===== src/include/eirl_defines.vh =====
`ifndef EIRL_DEFINES_VH
`define EIRL_DEFINES_VH

// Oscillator to bus clock divide ratio
`define EIRL_BUS_CLK_DIV 2
// Synchroniser depth
`define EIRL_SYNC_STAGES 2
// Reset values
`define EIRL_PEND_RST 1'b0
`define EIRL_PIN_IDLE 1'b1

`endif


===== src/hdl/eirl_pin_sync.v =====
`timescale 1ns/1ns
`default_nettype none
`include "eirl_defines.vh"

// Shift chain synchroniser for the asynchronous request pin.
// Resets to the idle (high) level so no false edge follows reset.
module eirl_pin_sync #(
    parameter STAGES = `EIRL_SYNC_STAGES
) (
    input wire sys_clk,
    input wire rst_n,
    input wire pin_async,
    output wire pin_sync
);
    // Only the last stage leaves the chain; STAGES must be 2 or more
    reg [STAGES-1:0] chain_reg;
    wire [STAGES-1:0] chain_next;

    assign chain_next = {chain_reg[STAGES-2:0], pin_async};

    always @(posedge sys_clk) begin
        if (!rst_n) begin
            chain_reg <= {STAGES{`EIRL_PIN_IDLE}};
        end else begin
            chain_reg <= chain_next;
        end
    end

    assign pin_sync = chain_reg[STAGES-1];
endmodule // eirl_pin_sync

`default_nettype wire


===== src/hdl/eirl_request_latch.v =====
`timescale 1ns/1ns
`default_nettype none
`include "eirl_defines.vh"

// Contract
// - Low request on pin sets pending latch
// - Never respond mid-instruction; await completion
// - At boundary, pending and mask clear: enter
// - Option bit picks edge or edge-and-level
// - Pin raises requests only in user mode
// - Logic runs on oscillator-divided-by-two bus clock
module eirl_request_latch #(
    parameter SYNC_STAGES = `EIRL_SYNC_STAGES
) (
    input wire sys_clk,
    input wire rst_n,
    input wire irq_pin_n,
    input wire level_sense,
    input wire user_mode,
    input wire insn_done,
    input wire int_mask,
    input wire entry_ack,
    output reg irq_pending,
    output reg irq_entry
);
    // sys_clk is the bus clock: bus_clock_frequency is
    // oscillator_frequency divided by EIRL_BUS_CLK_DIV.

    // ************************************************
    // Sequencer state codes
    // ************************************************
    // Binary coded; the two spare codes fall back to idle
    localparam [1:0] ST_IDLE = 2'h0;
    localparam [1:0] ST_ENTRY = 2'h1;

    // ************************************************
    // Helper functions
    // ************************************************
    // High for one cycle when the synchronised pin falls
    function edge_seen;
        input prev_level;
        input cur_level;
        begin
            edge_seen = prev_level & ~cur_level;
        end
    endfunction

    // Request seen under the chosen sensitivity
    function sense_request;
        input edge_hit;
        input cur_level;
        input level_mode;
        begin
            sense_request = edge_hit | (level_mode & ~cur_level);
        end
    endfunction

    // Entry is only taken at a boundary with the mask clear
    function take_entry;
        input boundary;
        input pending;
        input masked;
        begin
            take_entry = boundary & pending & ~masked;
        end
    endfunction

    // ************************************************
    // Pin synchronisation
    // ************************************************
    // A low pulse shorter than one sys_clk period may be missed;
    // a requester must hold the pin low at least that long.
    wire pin_sync;

    eirl_pin_sync #(
        .STAGES(SYNC_STAGES)
    ) i_eirl_pin_sync (
        .sys_clk(sys_clk),
        .rst_n(rst_n),
        .pin_async(irq_pin_n),
        .pin_sync(pin_sync)
    );

    // ************************************************
    // Edge detection
    // ************************************************
    reg pin_prev_reg;
    reg pin_prev_next;
    wire fall_edge;

    always @* begin
        pin_prev_next = pin_sync;
    end

    always @(posedge sys_clk) begin
        if (!rst_n) begin
            // Idle level, so releasing reset is not an edge
            pin_prev_reg <= `EIRL_PIN_IDLE;
        end else begin
            pin_prev_reg <= pin_prev_next;
        end
    end

    // Edge mode sees a held-low pin only once
    assign fall_edge = edge_seen(pin_prev_reg, pin_sync);

    // ************************************************
    // Sensitivity and mode gating
    // ************************************************
    wire sense_hit;
    wire raise_req;

    assign sense_hit = sense_request(fall_edge, pin_sync, level_sense);

    // gate by user mode
    // Bootloader mode uses the pin as a supply, not a request
    assign raise_req = user_mode & sense_hit;

    // ************************************************
    // Boundary decode
    // ************************************************
    reg [1:0] state_reg;
    reg [1:0] state_next;
    reg entry_next;
    reg pend_next;
    wire boundary_take;
    wire entry_done;

    assign boundary_take = take_entry(insn_done, irq_pending, int_mask);

    // An acknowledge outside an entry is ignored
    assign entry_done = (state_reg == ST_ENTRY) & entry_ack;

    // ************************************************
    // Entry sequencer
    // ************************************************
    always @* begin
        state_next = state_reg;
        case (state_reg)
            ST_IDLE: begin
                if (boundary_take) begin
                    state_next = ST_ENTRY;
                end
            end
            ST_ENTRY: begin
                // Entry stands until the core takes it
                if (entry_done) begin
                    state_next = ST_IDLE;
                end
            end
            default: begin
                // Recover from a spare code
                state_next = ST_IDLE;
            end
        endcase
    end

    // Entry request is the next state decoded ahead of its register
    always @* begin
        if (state_next == ST_ENTRY) begin
            entry_next = 1'b1;
        end else begin
            entry_next = 1'b0;
        end
    end

    // ************************************************
    // Pending latch
    // ************************************************
    // Kept through masked boundaries until an entry is taken
    always @* begin
        pend_next = irq_pending;
        if (entry_done) begin
            pend_next = 1'b0;
        end
        // latch request, set wins over clear
        if (raise_req) begin
            pend_next = 1'b1;
        end
    end

    // ************************************************
    // State register
    // ************************************************
    // bus clock domain
    always @(posedge sys_clk) begin
        if (!rst_n) begin
            state_reg <= ST_IDLE;
        end else begin
            state_reg <= state_next;
        end
    end

    // ************************************************
    // Output registers
    // ************************************************
    // Both outputs come straight from flip-flops
    always @(posedge sys_clk) begin
        if (!rst_n) begin
            irq_pending <= `EIRL_PEND_RST;
        end else begin
            irq_pending <= pend_next;
        end
    end

    always @(posedge sys_clk) begin
        if (!rst_n) begin
            irq_entry <= 1'b0;
        end else begin
            irq_entry <= entry_next;
        end
    end
endmodule // eirl_request_latch

`default_nettype wire


===== config.mk =====
export PLATFORM = sky130hd
export DESIGN_NAME = eirl_request_latch
export DESIGN_NICKNAME = d
export VERILOG_FILES = /design/src/hdl/eirl_pin_sync.v /design/src/hdl/eirl_request_latch.v
export VERILOG_INCLUDE_DIRS = /design/src /design/src/include
export SDC_FILE = /design/constraint.sdc
export NUM_CORES = 1
export LEC_CHECK = 0
export ABC_AREA = 1
export CAP_MARGIN = 10
export CELL_PAD_IN_SITES_DETAIL_PLACEMENT = 1
export CELL_PAD_IN_SITES_GLOBAL_PLACEMENT = 1
export CORE_AREA = 2 2 39 41
export CTS_BUF_LIST = sky130_fd_sc_hd__clkbuf_2 sky130_fd_sc_hd__clkbuf_4 sky130_fd_sc_hd__clkbuf_8
export CTS_CLUSTER_SIZE = 8
export DETAILED_ROUTE_END_ITERATION = 10
export DIE_AREA = 0 0 41 43
export DONT_BUFFER_PORTS = 1
export HOLD_SLACK_MARGIN = 0.03
export PLACE_DENSITY_LB_ADDON = 0.05
export SYNTH_ARGS = -nofsm -noshare
export SYNTH_HDL_FRONTEND = slang
export SYNTH_SLANG_ARGS = --single-unit
export TNS_END_PERCENT = 10

===== constraint.sdc =====
create_clock -name sys_clk -period 0.8 [get_ports sys_clk]
set_clock_uncertainty 0.05 [all_clocks]
set_input_delay 0.04 -clock sys_clk [delete_from_list [all_inputs] [get_ports sys_clk]]
set_output_delay 0.04 -clock sys_clk [all_outputs]
set_load 0.02 [all_outputs]

==> results of run 1 <==
layer usage:
layer | GRT usage | up-vias
li1 | - | 107
met1 | 0.0579 | 86
met2 | 0.0906 | 8
met3 | 0.0785 | 0
met4 | 0.0200 | 0
met5 | 0 | -
kinds of logic (layout without fill, tap and decap cells):
kind of cell / Yosys count / in the layout
AO/OA/AOI/OAI: 3 / 3
buffers and inverters: 8 / 20
flip-flops: 7 / 7
other: 1 / 1
AND/OR/NAND/NOR: 10 / 10
cells in the final DEF, fill, tap and decap left out:
cell type,synthesis,routed
sky130_fd_sc_hd__a21oi_1,2,2
sky130_fd_sc_hd__buf_6,0,1
sky130_fd_sc_hd__clkbuf_4,0,4
sky130_fd_sc_hd__conb_1,1,1
sky130_fd_sc_hd__dfxtp_1,7,6
sky130_fd_sc_hd__dfxtp_2,0,1
sky130_fd_sc_hd__dlygate4sd3_1,0,6
sky130_fd_sc_hd__dlymetal6s4s_1,0,1
sky130_fd_sc_hd__inv_1,7,7
sky130_fd_sc_hd__inv_2,1,1
sky130_fd_sc_hd__nand2_1,4,4
sky130_fd_sc_hd__nand3_1,3,3
sky130_fd_sc_hd__nor2_2,1,1
sky130_fd_sc_hd__o21ai_2,0,1
sky130_fd_sc_hd__or2_1,2,2
metrics by stage:
step / instances / power, W / instance area [sq um] / hold WS (ns) / TNS, ns
final: 57 / 0.000765 / 377 / 0.194 / 0
after floorplan: 29 / 0.000389 / 238 / 0.0898 / 0
after global routing: 57 / 0.000827 / 377 / 0.201 / -0.0292
after CTS: 57 / 0.000784 / 370 / 0.361 / -0.0378
after detailed placement: 46 / 0.000396 / 265 / 0.0944 / 0
after global placement: 46 / 0.000395 / 265 / 0.0935 / 0
worst paths after layout:
kind,startpoint,to,slack [ns]
max reg2reg,state_reg[0],irq_pending,0.08
min,rst_n,pin_prev_reg,0.19
max,irq_pending,irq_pending,0.005
min reg2reg,i_eirl_pin_sync.chain_reg[0],i_eirl_pin_sync.chain_reg[1],0.35
layout make-up:
class                           instances  area, sq um  area share
Sequential cell                         7          141       0.375
Timing Repair Buffer                    8         83.8       0.223
Multi-Input combinational cell         14         71.3       0.189
Clock buffer                            4         30.0      0.0797
Inverter                                8         30.0      0.0797
Tap cell                               16         20.0      0.0532
synthesized netlist by cell type:
cell / instances
sky130_fd_sc_hd__a21oi_1: 2
sky130_fd_sc_hd__inv_2: 1
sky130_fd_sc_hd__o21ai_0: 1
sky130_fd_sc_hd__or2_1: 2
sky130_fd_sc_hd__nor2_2: 1
sky130_fd_sc_hd__inv_1: 7
sky130_fd_sc_hd__conb_1: 1
sky130_fd_sc_hd__nand2_1: 4
sky130_fd_sc_hd__dfxtp_1: 7
sky130_fd_sc_hd__nand3_1: 3
power breakdown:
group	switching [W]	internal (W)
sequential	0.00000562	0.000361
combinational	0.0000190	0.0000344
clock	0.000121	0.000224
total	0.000146	0.000619
what timing repair did:
action | CTS | global route
hold buffers | 7 | 0
endpoints found under the setup margin | 2 | 4
hold endpoints to repair | 6 | 0
cloned | 0 | 0
setup buffers | 0 | 0
gates resized for setup | 3 | 2
==> summary.md, run 1 <==
| Metric | Value |
|---|---|
| Vias in the first global route | 194 |
| Number of synthesized register bits | 7 |
| Standard-cell rows | 14 |
| I/O pin count | 10 |
| Avg Vias per Cell | 3.53 |
| Cell types occupying the most area after synthesis | sky130_fd_sc_hd__dfxtp_1 59%, sky130_fd_sc_hd__inv_1 11%, sky130_fd_sc_hd__nand3_1 6.3% |
| Buffers plus inverters on the worst setup path | 1 |
| Area share of the leading cell type in the synthesized netlist | 0.589 |
| Overall die width | 41 um |
| Total Nets Final | 50 |
| Top routing layer in use | met3 |
| Clock buffer count from CTS | 3 |
| Count of maximum capacitance violations | 0 |
| Met2 routed wirelength | 199 um |
| Outcome | completed |
| Synthesized-area fraction occupied by and/or/nand/nor cells | 0.205 |
| Number of logic stages on the critical path including buffering | 1 |
| Count of port buffers added during placement | 0 |
| Total wire length | 421 um |
| Number of failing hold endpoints at the final stage | 0 |
| Number of iterations in the first detailed-routing pass | 1 |
| Worst-case setup slack after placement | 0.00749 ns |
| Area added between synthesis and finish | 58.4% |
| First-pass GRT wire length | 703 um |
| Largest net degree at the start of global routing | 5 |
| Max Buffers Root-to-Sink | 2 |
| Share of synthesized cell area in full adder, half adder and majority cells | 0 |
| CP max FO | 3 |
| Die extent in y | 43 um |
| Mux cell area share after synthesis | 0 |
| Cells traversed along the worst timing path | buf_6 |
| Slowest cell on crit path | sky130_fd_sc_hd__dfxtp_2 |
| Crit path capture type | output pin |
| Most area-hungry cell type in the Yosys netlist | sky130_fd_sc_hd__dfxtp_1 |
| Final standard cell utilization of the core | 0.272 |
| Mean post-synth cell area | 8.20 sq um |
| DIE AREA | 1760 sq um |
| Number of nets still failing antenna checks after routing | 0 |
| Routability congestion estimate | 0.547 |
| Leak pwr | 0.183 nW |
| Netlist Area Pre-Place | 238 sq um |
| TritonCTS clock tree | yes |
| Wire length on met1 | 180 um |
| Total routing resource utilization after global routing | 0.0653 |
| IR Drop Worst-Case VDD | 902 uV |
| Required time of the critical path | 0.71 ns |
| Worst Setup Slack, final | 0.00519 ns |
| Net count of the mapped netlist | 37 |
| Unrepaired setup endpoints after global routing | yes |
| Netlist cell types | 10 |
| Critical path type | register to output pin |
| HPWL reported at the end of detailed placement | 315 um |
| Avg WL per Cell | 7.39 um |
| Synthesized netlist cell count | 29 |
| Via count | 201 |
| Post-synthesis compound-gate area fraction | 0.0632 |
| Met3 wirelength from detailed routing | 41 um |
| Highest Clock Rate | 1.26 GHz |
| Effective utilization at floorplan | 0.172 |
| H-tree depth reported by CTS | 1 |
| Type of the most critical hold path | input port to register |
| Post-CTS clock slew at the launch and capture registers of the worst setup and hold paths | 0.05 ns |
| Cell chosen for the clock root | sky130_fd_sc_hd__clkbuf_4 |
| Initial detailed-routing violation count | 0 |
| Depth of the worst register-to-register path | 3 |
| Number of antenna violations at the first check in global routing | 0 |
| Inserted Diodes | 0 |
| Delay-heaviest family, CP | flip-flops |
| Post-synthesis share of cell area spent on xor and xnor gates | 0 |
| Clock insertion delay at the later pin of the skew report | 0.24 ns |
| Hold-critical path depth | 4 |
| Critical path startpoint category | register |
| Core box area | 1380 sq um |
| Max incr delay on CP | 0.35 ns |
| Number of inserted filler cells in the final layout | 166 |
| Global-route congestion overflow total | 0 |
| Portion of the clock cycle consumed by the worst path in the final layout | 0.994 |
| Count of synthesis-stage warnings from yosys | 0 |
| Power per standard cell area | 2030 nW/um^2 |
| Sink count of the clock tree | 7 |
| Crit path DAT | 0.70 ns |
| Setup violations, final | 0 |
| Sequential area share after synthesis | 0.589 |
| Shortest period the worst path allows | 0.795 ns |
| Slew Limit Fails | 0 |
| Drt drc | 0 |
| Combinational family with the most area after synthesis | simple AND/OR/NAND/NOR gates |
| Share of layout cells above drive strength 1 | 0.220 |
(Power assumes the default switching activity.)
==> run 2: changes to the inputs <==
--- a/config.mk
+++ b/config.mk
@@ -18,6 +18,7 @@
 export DONT_BUFFER_PORTS = 1
 export HOLD_SLACK_MARGIN = 0.03
 export PLACE_DENSITY_LB_ADDON = 0.05
+export RECOVER_POWER = 50
 export SYNTH_ARGS = -nofsm -noshare
 export SYNTH_HDL_FRONTEND = slang
 export SYNTH_SLANG_ARGS = --single-unit
==> summary.md, run 2 (synthesis gave the netlist of run 1 again) <==
| Metric | Value |
|---|---|
| Outcome | completed |
| Total wire length | 423 um (+0.48%) |
| Avg WL per Cell | 7.42 um (+0.48%) |
| Critical path startpoint category | register |
| Slew Limit Fails | 0 (unchanged) |
| H-tree depth reported by CTS | 1 (unchanged) |
| Unrepaired setup endpoints after global routing | yes |
| Clock buffer count from CTS | 3 (unchanged) |
| Final Hold Slack | 0.196 ns (+0.00274 ns) |
| Count of maximum capacitance violations | 0 (unchanged) |
| Core box area | 1380 sq um (unchanged) |
| CP max FO | 3 (unchanged) |
| Max incr delay on CP | 0.35 ns (about the same) |
| First-pass GRT wire length | 703 um (unchanged) |
| Commonest non-fill, non-tap cells in the layout | 7 x sky130_fd_sc_hd__inv_1, 6 x sky130_fd_sc_hd__dlygate4sd3_1, 6 x sky130_fd_sc_hd__dfxtp_1 |
| IR Drop Worst-Case VDD | 902 uV (about the same) |
| Drt drc | 0 (unchanged) |
| Via count | 201 (unchanged) |
| Highest Clock Rate | 1.26 GHz (about the same) |
| Portion of the clock cycle consumed by the worst path in the final layout | 0.993 (about the same) |
| Delay-heaviest family, CP | flip-flops |
| Share of layout cells above drive strength 1 | 0.195 (-0.0244) |
| Number of nets still failing antenna checks after routing | 0 (unchanged) |
| Type of the most critical hold path | input port to register |
| Required time of the critical path | 0.71 ns (about the same) |
| Shortest period the worst path allows | 0.795 ns (-0.0000509 ns) |
| Global-route congestion overflow total | 0 (unchanged) |
| Vias in the first global route | 194 (unchanged) |
| Cells traversed along the worst timing path | buf_6 |
| Effective utilization at floorplan | 0.172 (unchanged) |
| Number of inserted filler cells in the final layout | 166 (unchanged) |
| HPWL reported at the end of detailed placement | 315 um (unchanged) |
| Max Buffers Root-to-Sink | 2 (unchanged) |
| Buffers plus inverters on the worst setup path | 1 (unchanged) |
| Post-CTS clock slew at the launch and capture registers of the worst setup and hold paths | 0.05 ns (about the same) |
| Standard-cell rows | 14 (unchanged) |
| Most common cell after layout, fill and taps aside | sky130_fd_sc_hd__inv_1 |
| Area after DPL | 265 sq um (unchanged) |
| Leak pwr | 0.184 nW (+0.13%) |
| Die extent in y | 43 um (unchanged) |
| TritonCTS clock tree | yes |
| DIE AREA | 1760 sq um (unchanged) |
| Layout Cell Area excl Fill | 374 sq um (-0.66%) |
| Avg Vias per Cell | 3.53 (unchanged) |
| Total Nets Final | 50 (unchanged) |
| Number of antenna violations at the first check in global routing | 0 (unchanged) |
| Crit path capture type | output pin |
| Largest net degree at the start of global routing | 5 (unchanged) |
| Sink count of the clock tree | 7 (unchanged) |
| Inserted Diodes | 0 (unchanged) |
| Slowest cell on crit path | sky130_fd_sc_hd__dfxtp_2 |
| Crit path DAT | 0.70 ns (about the same) |
| Clock insertion delay at the later pin of the skew report | 0.24 ns (about the same) |
| Area added between synthesis and finish | 57.4% |
| Power per standard cell area | 2040 nW/um^2 (+0.53%) |
| Routability congestion estimate | 0.547 (unchanged) |
| Cell chosen for the clock root | sky130_fd_sc_hd__clkbuf_4 |
| I/O pin count | 10 (unchanged) |
| Number of iterations in the first detailed-routing pass | 1 (unchanged) |
| Initial detailed-routing violation count | 0 (unchanged) |
| Overall die width | 41 um (unchanged) |
| Setup tns final | 0 ns (unchanged) |
| Total routing resource utilization after global routing | 0.0653 (unchanged) |
| Count of port buffers added during placement | 0 (unchanged) |
| Critical path type | register to output pin |
| Setup violations, final | 0 (unchanged) |
| Total Power Consumption | 0.000764 W (-0.14%) |
| Number of failing hold endpoints at the final stage | 0 (unchanged) |
[run 2: cell types whose count changed in the layout (fill, tap and decap cells not counted)]
| cell | previous run | this run |
|---|---|---|
| sky130_fd_sc_hd__nor2_1 | 0 | 1 |
| sky130_fd_sc_hd__nor2_2 | 1 | 0 |
[run 2: per-layer routing]
| metal | part of all wire | track usage | vias up |
|---|---|---|---|
| li1 | - | - | 107 |
| met1 | 0.43 | 0.0579 | 86 |
| met2 | 0.47 | 0.0906 | 8 |
| met3 | 0.097 | 0.0785 | 0 |
| met4 | 0 | 0.0200 | 0 |
| met5 | 0 | 0 | - |
[run 2: path summary, 6_finish.rpt]
| path | from | to | slack, ns | cells past startpoint |
|---|---|---|---|---|
| hold reg to reg | i_eirl_pin_sync.chain_reg[0] | i_eirl_pin_sync.chain_reg[1] | 0.35 | 1 |
| setup reg to reg | state_reg[0] | irq_pending | 0.08 | 3 |
| setup / recovery | irq_pending | irq_pending | 0.005 | 1 |
| hold / removal | rst_n | i_eirl_pin_sync.chain_reg[1] | 0.20 | 3 |
[run 2: final cells by class]
| type | count | area (sq um) | share of cell area |
|---|---|---|---|
| multi-input combinational | 14 | 68.8 | 0.184 |
| tap | 16 | 20.0 | 0.0535 |
| clock buffer | 4 | 30.0 | 0.0803 |
| timing repair buffer | 8 | 83.8 | 0.224 |
| sequential | 7 | 141 | 0.378 |
| inverter | 8 | 30.0 | 0.0803 |
[run 2: repair_timing]
action | in CTS | in global routing
hold buffers | 7 | 0
endpoints found under the hold margin | 6 | 0
setup endpoints to repair | 2 | 4
gates cloned | 0 | 0
buffers inserted | 0 | 0
gates resized for setup | 3 | 2
[run 2: report_power, final]
part	switching, W	internal [W]	total (W)
Combinational	0.0000186	0.0000341	0.0000527
Sequential	0.00000533	0.000361	0.000366
Clock	0.000121	0.000224	0.000345
[run 2: through the flow]
step,std cells,util,worst slack (ns)
6_report,57,0.270,0.00524
3_3_place_gp,46,0.192,0.00858
4_1_cts,57,0.268,-0.0115
3_5_place_dp,46,0.192,0.00749
2_1_floorplan,29,-,0.0103
5_1_grt,57,0.270,-0.0292
==> run 3: changes to the inputs <==
--- a/config.mk
+++ b/config.mk
@@ -6,7 +6,6 @@
 export SDC_FILE = /design/constraint.sdc
 export NUM_CORES = 1
 export LEC_CHECK = 0
-export ABC_AREA = 1
 export CAP_MARGIN = 10
 export CELL_PAD_IN_SITES_DETAIL_PLACEMENT = 1
 export CELL_PAD_IN_SITES_GLOBAL_PLACEMENT = 1
==> summary.md, run 3 <==
| Metric | Value |
|---|---|
| Outcome | finished with violations |
| Failing checks | negative setup slack |
| Effective utilization at floorplan | 0.165 (-0.00723) |
| H-tree depth reported by CTS | 1 (unchanged) |
| Number of antenna violations at the first check in global routing | 0 (unchanged) |
| Crit path capture type | register |
| Total Nets Final | 41 (-18%) |
| Slowest cell on crit path | sky130_fd_sc_hd__dlygate4sd3_1 |
| Critical path startpoint category | input port |
| Flip-flop cell with the highest count after synthesis | sky130_fd_sc_hd__dfxtp_1 |
| Avg Vias per Cell | 3.79 (+7.5%) |
| Count of maximum capacitance violations | 0 (unchanged) |
| Vias in the first global route | 191 (-1.5%) |
| Leading cell type by number of instances after synthesis | sky130_fd_sc_hd__dfxtp_1 |
| Net count of the mapped netlist | 28 (-24%) |
| Routability congestion estimate | 0.524 (-4.2%) |
| Highest Clock Rate | 1.21 GHz (-3.8%) |
| Avg WL per Cell | 9.60 um (+29%) |
| Setup tns final | -0.0330 ns (-0.0330 ns) |
| Max incr delay on CP | 0.53 ns (+0.18 ns) |
| Endpoint of the lowest-slack register-to-register path | irq_entry |
| Critical path type | input port to register |
| Via count | 182 (-9.5%) |
| Most common cell after layout, fill and taps aside | sky130_fd_sc_hd__dlygate4sd3_1 |
| FFs w/ async S/R, synth | 0 (unchanged) |
| I/O pin count | 10 (unchanged) |
| Area share of the leading cell type in the synthesized netlist | 0.615 (+0.0259) |
| Standard-cell rows | 14 (unchanged) |
| Leak pwr | 0.148 nW (-19%) |
| Global-route congestion overflow total | 0 (unchanged) |
| Netlist Area Pre-Place | 228 sq um (-4.2%) |
| Inserted Diodes | 0 (unchanged) |
| Total routing resource utilization after global routing | 0.0775 (+0.0122) |
| Synthesized netlist cell count | 20 (-31%) |
| Count of synthesis-stage warnings from yosys | 0 (unchanged) |
| Shortest period the worst path allows | 0.826 ns (+0.0312 ns) |
| Number of nets still failing antenna checks after routing | 0 (unchanged) |
| Termination of the worst setup path | irq_entry |
| DIE AREA | 1760 sq um (unchanged) |
| Area added between synthesis and finish | 59.9% |
| Initial detailed-routing violation count | 0 (unchanged) |
| Number of inserted filler cells in the final layout | 166 (unchanged) |
| Clock insertion delay at the later pin of the skew report | 0.25 ns (about the same) |
| Source of the worst register-to-register timing path | state_reg[0] |
| Most area-hungry cell type in the Yosys netlist | sky130_fd_sc_hd__dfxtp_1 |
| Commonest non-fill, non-tap cells in the layout | 6 x sky130_fd_sc_hd__dlygate4sd3_1, 5 x sky130_fd_sc_hd__nand2b_1, 5 x sky130_fd_sc_hd__dfxtp_1 |
| Overall die width | 41 um (unchanged) |
| Number of failing hold endpoints at the final stage | 0 (unchanged) |
| Portion of the clock cycle consumed by the worst path in the final layout | 1.03 (+0.0390) |
| Unrepaired setup endpoints after global routing | yes |
| Share of layout cells above drive strength 1 | 0.281 (+0.0861) |
| Clock buffer count from CTS | 3 (unchanged) |
| Post-CTS clock slew at the launch and capture registers of the worst setup and hold paths | 0.05 ns (about the same) |
| Cell types occupying the most area after synthesis | sky130_fd_sc_hd__dfxtp_1 62%, sky130_fd_sc_hd__nand2b_1 14%, sky130_fd_sc_hd__o22ai_2 5.5% |
| Total Power Consumption | 0.000770 W (+0.84%) |
| Drt drc | 0 (unchanged) |
| Sequential area share after synthesis | 0.615 (+0.0259) |
| Crit path DAT | 0.95 ns (+0.25 ns) |
| Core box area | 1380 sq um (unchanged) |
| Count of flip-flops with a built-in enable after synthesis | 0 (unchanged) |
| Slew Limit Fails | 0 (unchanged) |
| IR Drop Worst-Case VDD | 664 uV (-26%) |
| Worst setup path startpoint | int_mask |
| First-pass GRT wire length | 772 um (+9.8%) |
| Required time of the critical path | 0.93 ns (+0.22 ns) |
| Depth of the worst register-to-register path | 2 (-1) |
| Netlist cell types | 9 (-1) |
| Final Hold Slack | 0.141 ns (-0.0557 ns) |
| CP max FO | 2 (-1) |
| Worst Setup Slack, final | -0.0260 ns (-0.0312 ns) |
| Most numerous cell types in the synthesized netlist | 7 x sky130_fd_sc_hd__dfxtp_1, 5 x sky130_fd_sc_hd__nand2b_1, 2 x sky130_fd_sc_hd__a21oi_1 |
| Die extent in y | 43 um (unchanged) |
| Sink count of the clock tree | 7 (unchanged) |
| TritonCTS clock tree | yes |
| Mean post-synth cell area | 11.4 sq um (+39%) |
| Number of iterations in the first detailed-routing pass | 1 (unchanged) |
| Number of synthesized register bits | 7 (unchanged) |
| Total wire length | 461 um (+9.0%) |
| Type of the most critical hold path | input port to register |
| R2r setup slk | 0 ns (-0.08 ns) |
| Power per standard cell area | 2120 nW/um^2 (+3.6%) |
| Cell chosen for the clock root | sky130_fd_sc_hd__clkbuf_4 |
| Largest net degree at the start of global routing | 6 (+1) |
| Cells traversed along the worst timing path | dlygate4sd3_1 -> nand4bb_1 -> a21oi_1 |
| Count of port buffers added during placement | 0 (unchanged) |
| Setup violations, final | 2 (+2) |
| Max Buffers Root-to-Sink | 2 (unchanged) |
[run 3: cell count changes in the layout (fill, tap and decap cells not counted), sizes merged]
cell     before  now
inv           8    0
nand2b        0    5
nand2         4    1
nand3         3    0
or2           2    0
and3b         0    1
nand4bb       0    1
nor2          1    0
o22ai         0    1
[run 3: per-layer routing]
layer | part of all wire | GRT usage | vias up
met5 | 0 | 0 | -
met4 | 0.0087 | 0.0800 | 0
met3 | 0.056 | 0.0628 | 2
met2 | 0.50 | 0.100 | 7
met1 | 0.44 | 0.0680 | 83
li1 | - | - | 90
[run 3: report_power, final]
group / internal [W] / switching [W] / total (W)
clock: 0.000224 / 0.000128 / 0.000352
combinational: 0.0000368 / 0.0000168 / 0.0000536
sequential: 0.000361 / 0.00000435 / 0.000365
[run 3: area by class of cell]
cell class | count | area [sq um] | share of cell area
multi-input combinational | 13 | 87.6 | 0.241
tap | 16 | 20.0 | 0.0550
timing repair buffer | 8 | 83.8 | 0.230
clock buffer | 4 | 30.0 | 0.0825
sequential | 7 | 143 | 0.392
[run 3: worst min-delay path by stage]
stage,from,cells past startpoint,slack [ns],to
4_1_cts,irq_pin_n,2,0.36,i_eirl_pin_sync.chain_reg[0]
6_report,rst_n,2,0.14,i_eirl_pin_sync.chain_reg[0]
3_3_place_gp,rst_n,1,0.07,i_eirl_pin_sync.chain_reg[0]
5_1_grt,rst_n,2,0.16,i_eirl_pin_sync.chain_reg[0]
2_1_floorplan,rst_n,1,0.06,i_eirl_pin_sync.chain_reg[1]
3_5_place_dp,rst_n,1,0.07,i_eirl_pin_sync.chain_reg[0]
[run 3: logic make-up (layout without fill, tap and decap cells)]
| group | after synthesis | after routing | share of synthesized area |
|---|---|---|---|
| AND/OR/NAND/NOR | 8 | 8 | 0.247 |
| flip-flops | 7 | 7 | 0.615 |
| AO/OA/AOI/OAI | 4 | 4 | 0.121 |
| other | 1 | 1 | 0.0165 |
| buffers and inverters | 0 | 12 | 0 |
[run 3: per-stage QoR]
step | instances | worst slack (ns) | cell area, sq um | utilization
after floorplan | 20 | 0.0661 | 229 | -
after global placement | 37 | 0.0367 | 256 | 0.185
after detailed placement | 37 | 0.00928 | 256 | 0.185
after CTS | 48 | -0.0230 | 360 | 0.260
after global routing | 48 | -0.0637 | 364 | 0.263
final | 48 | -0.0260 | 364 | 0.263
[run 3: what timing repair did]
item | CTS | global route
buffers inserted | 0 | 0
endpoints found under the hold margin | 6 | 0
setup endpoints to repair | 2 | 5
gates resized for setup | 1 | 3
cloned | 0 | 0
pin swaps | 0 | 2
hold buffers | 7 | 0
[run 3: worst max-delay path, delay by kind of cell]
| kind | cells | cell delay [ns] |
|---|---|---|
| AO/OA/AOI/OAI | 1 | 0.17 |
| buffers and inverters | 1 | 0.53 |
| AND/OR/NAND/NOR | 1 | 0.21 |
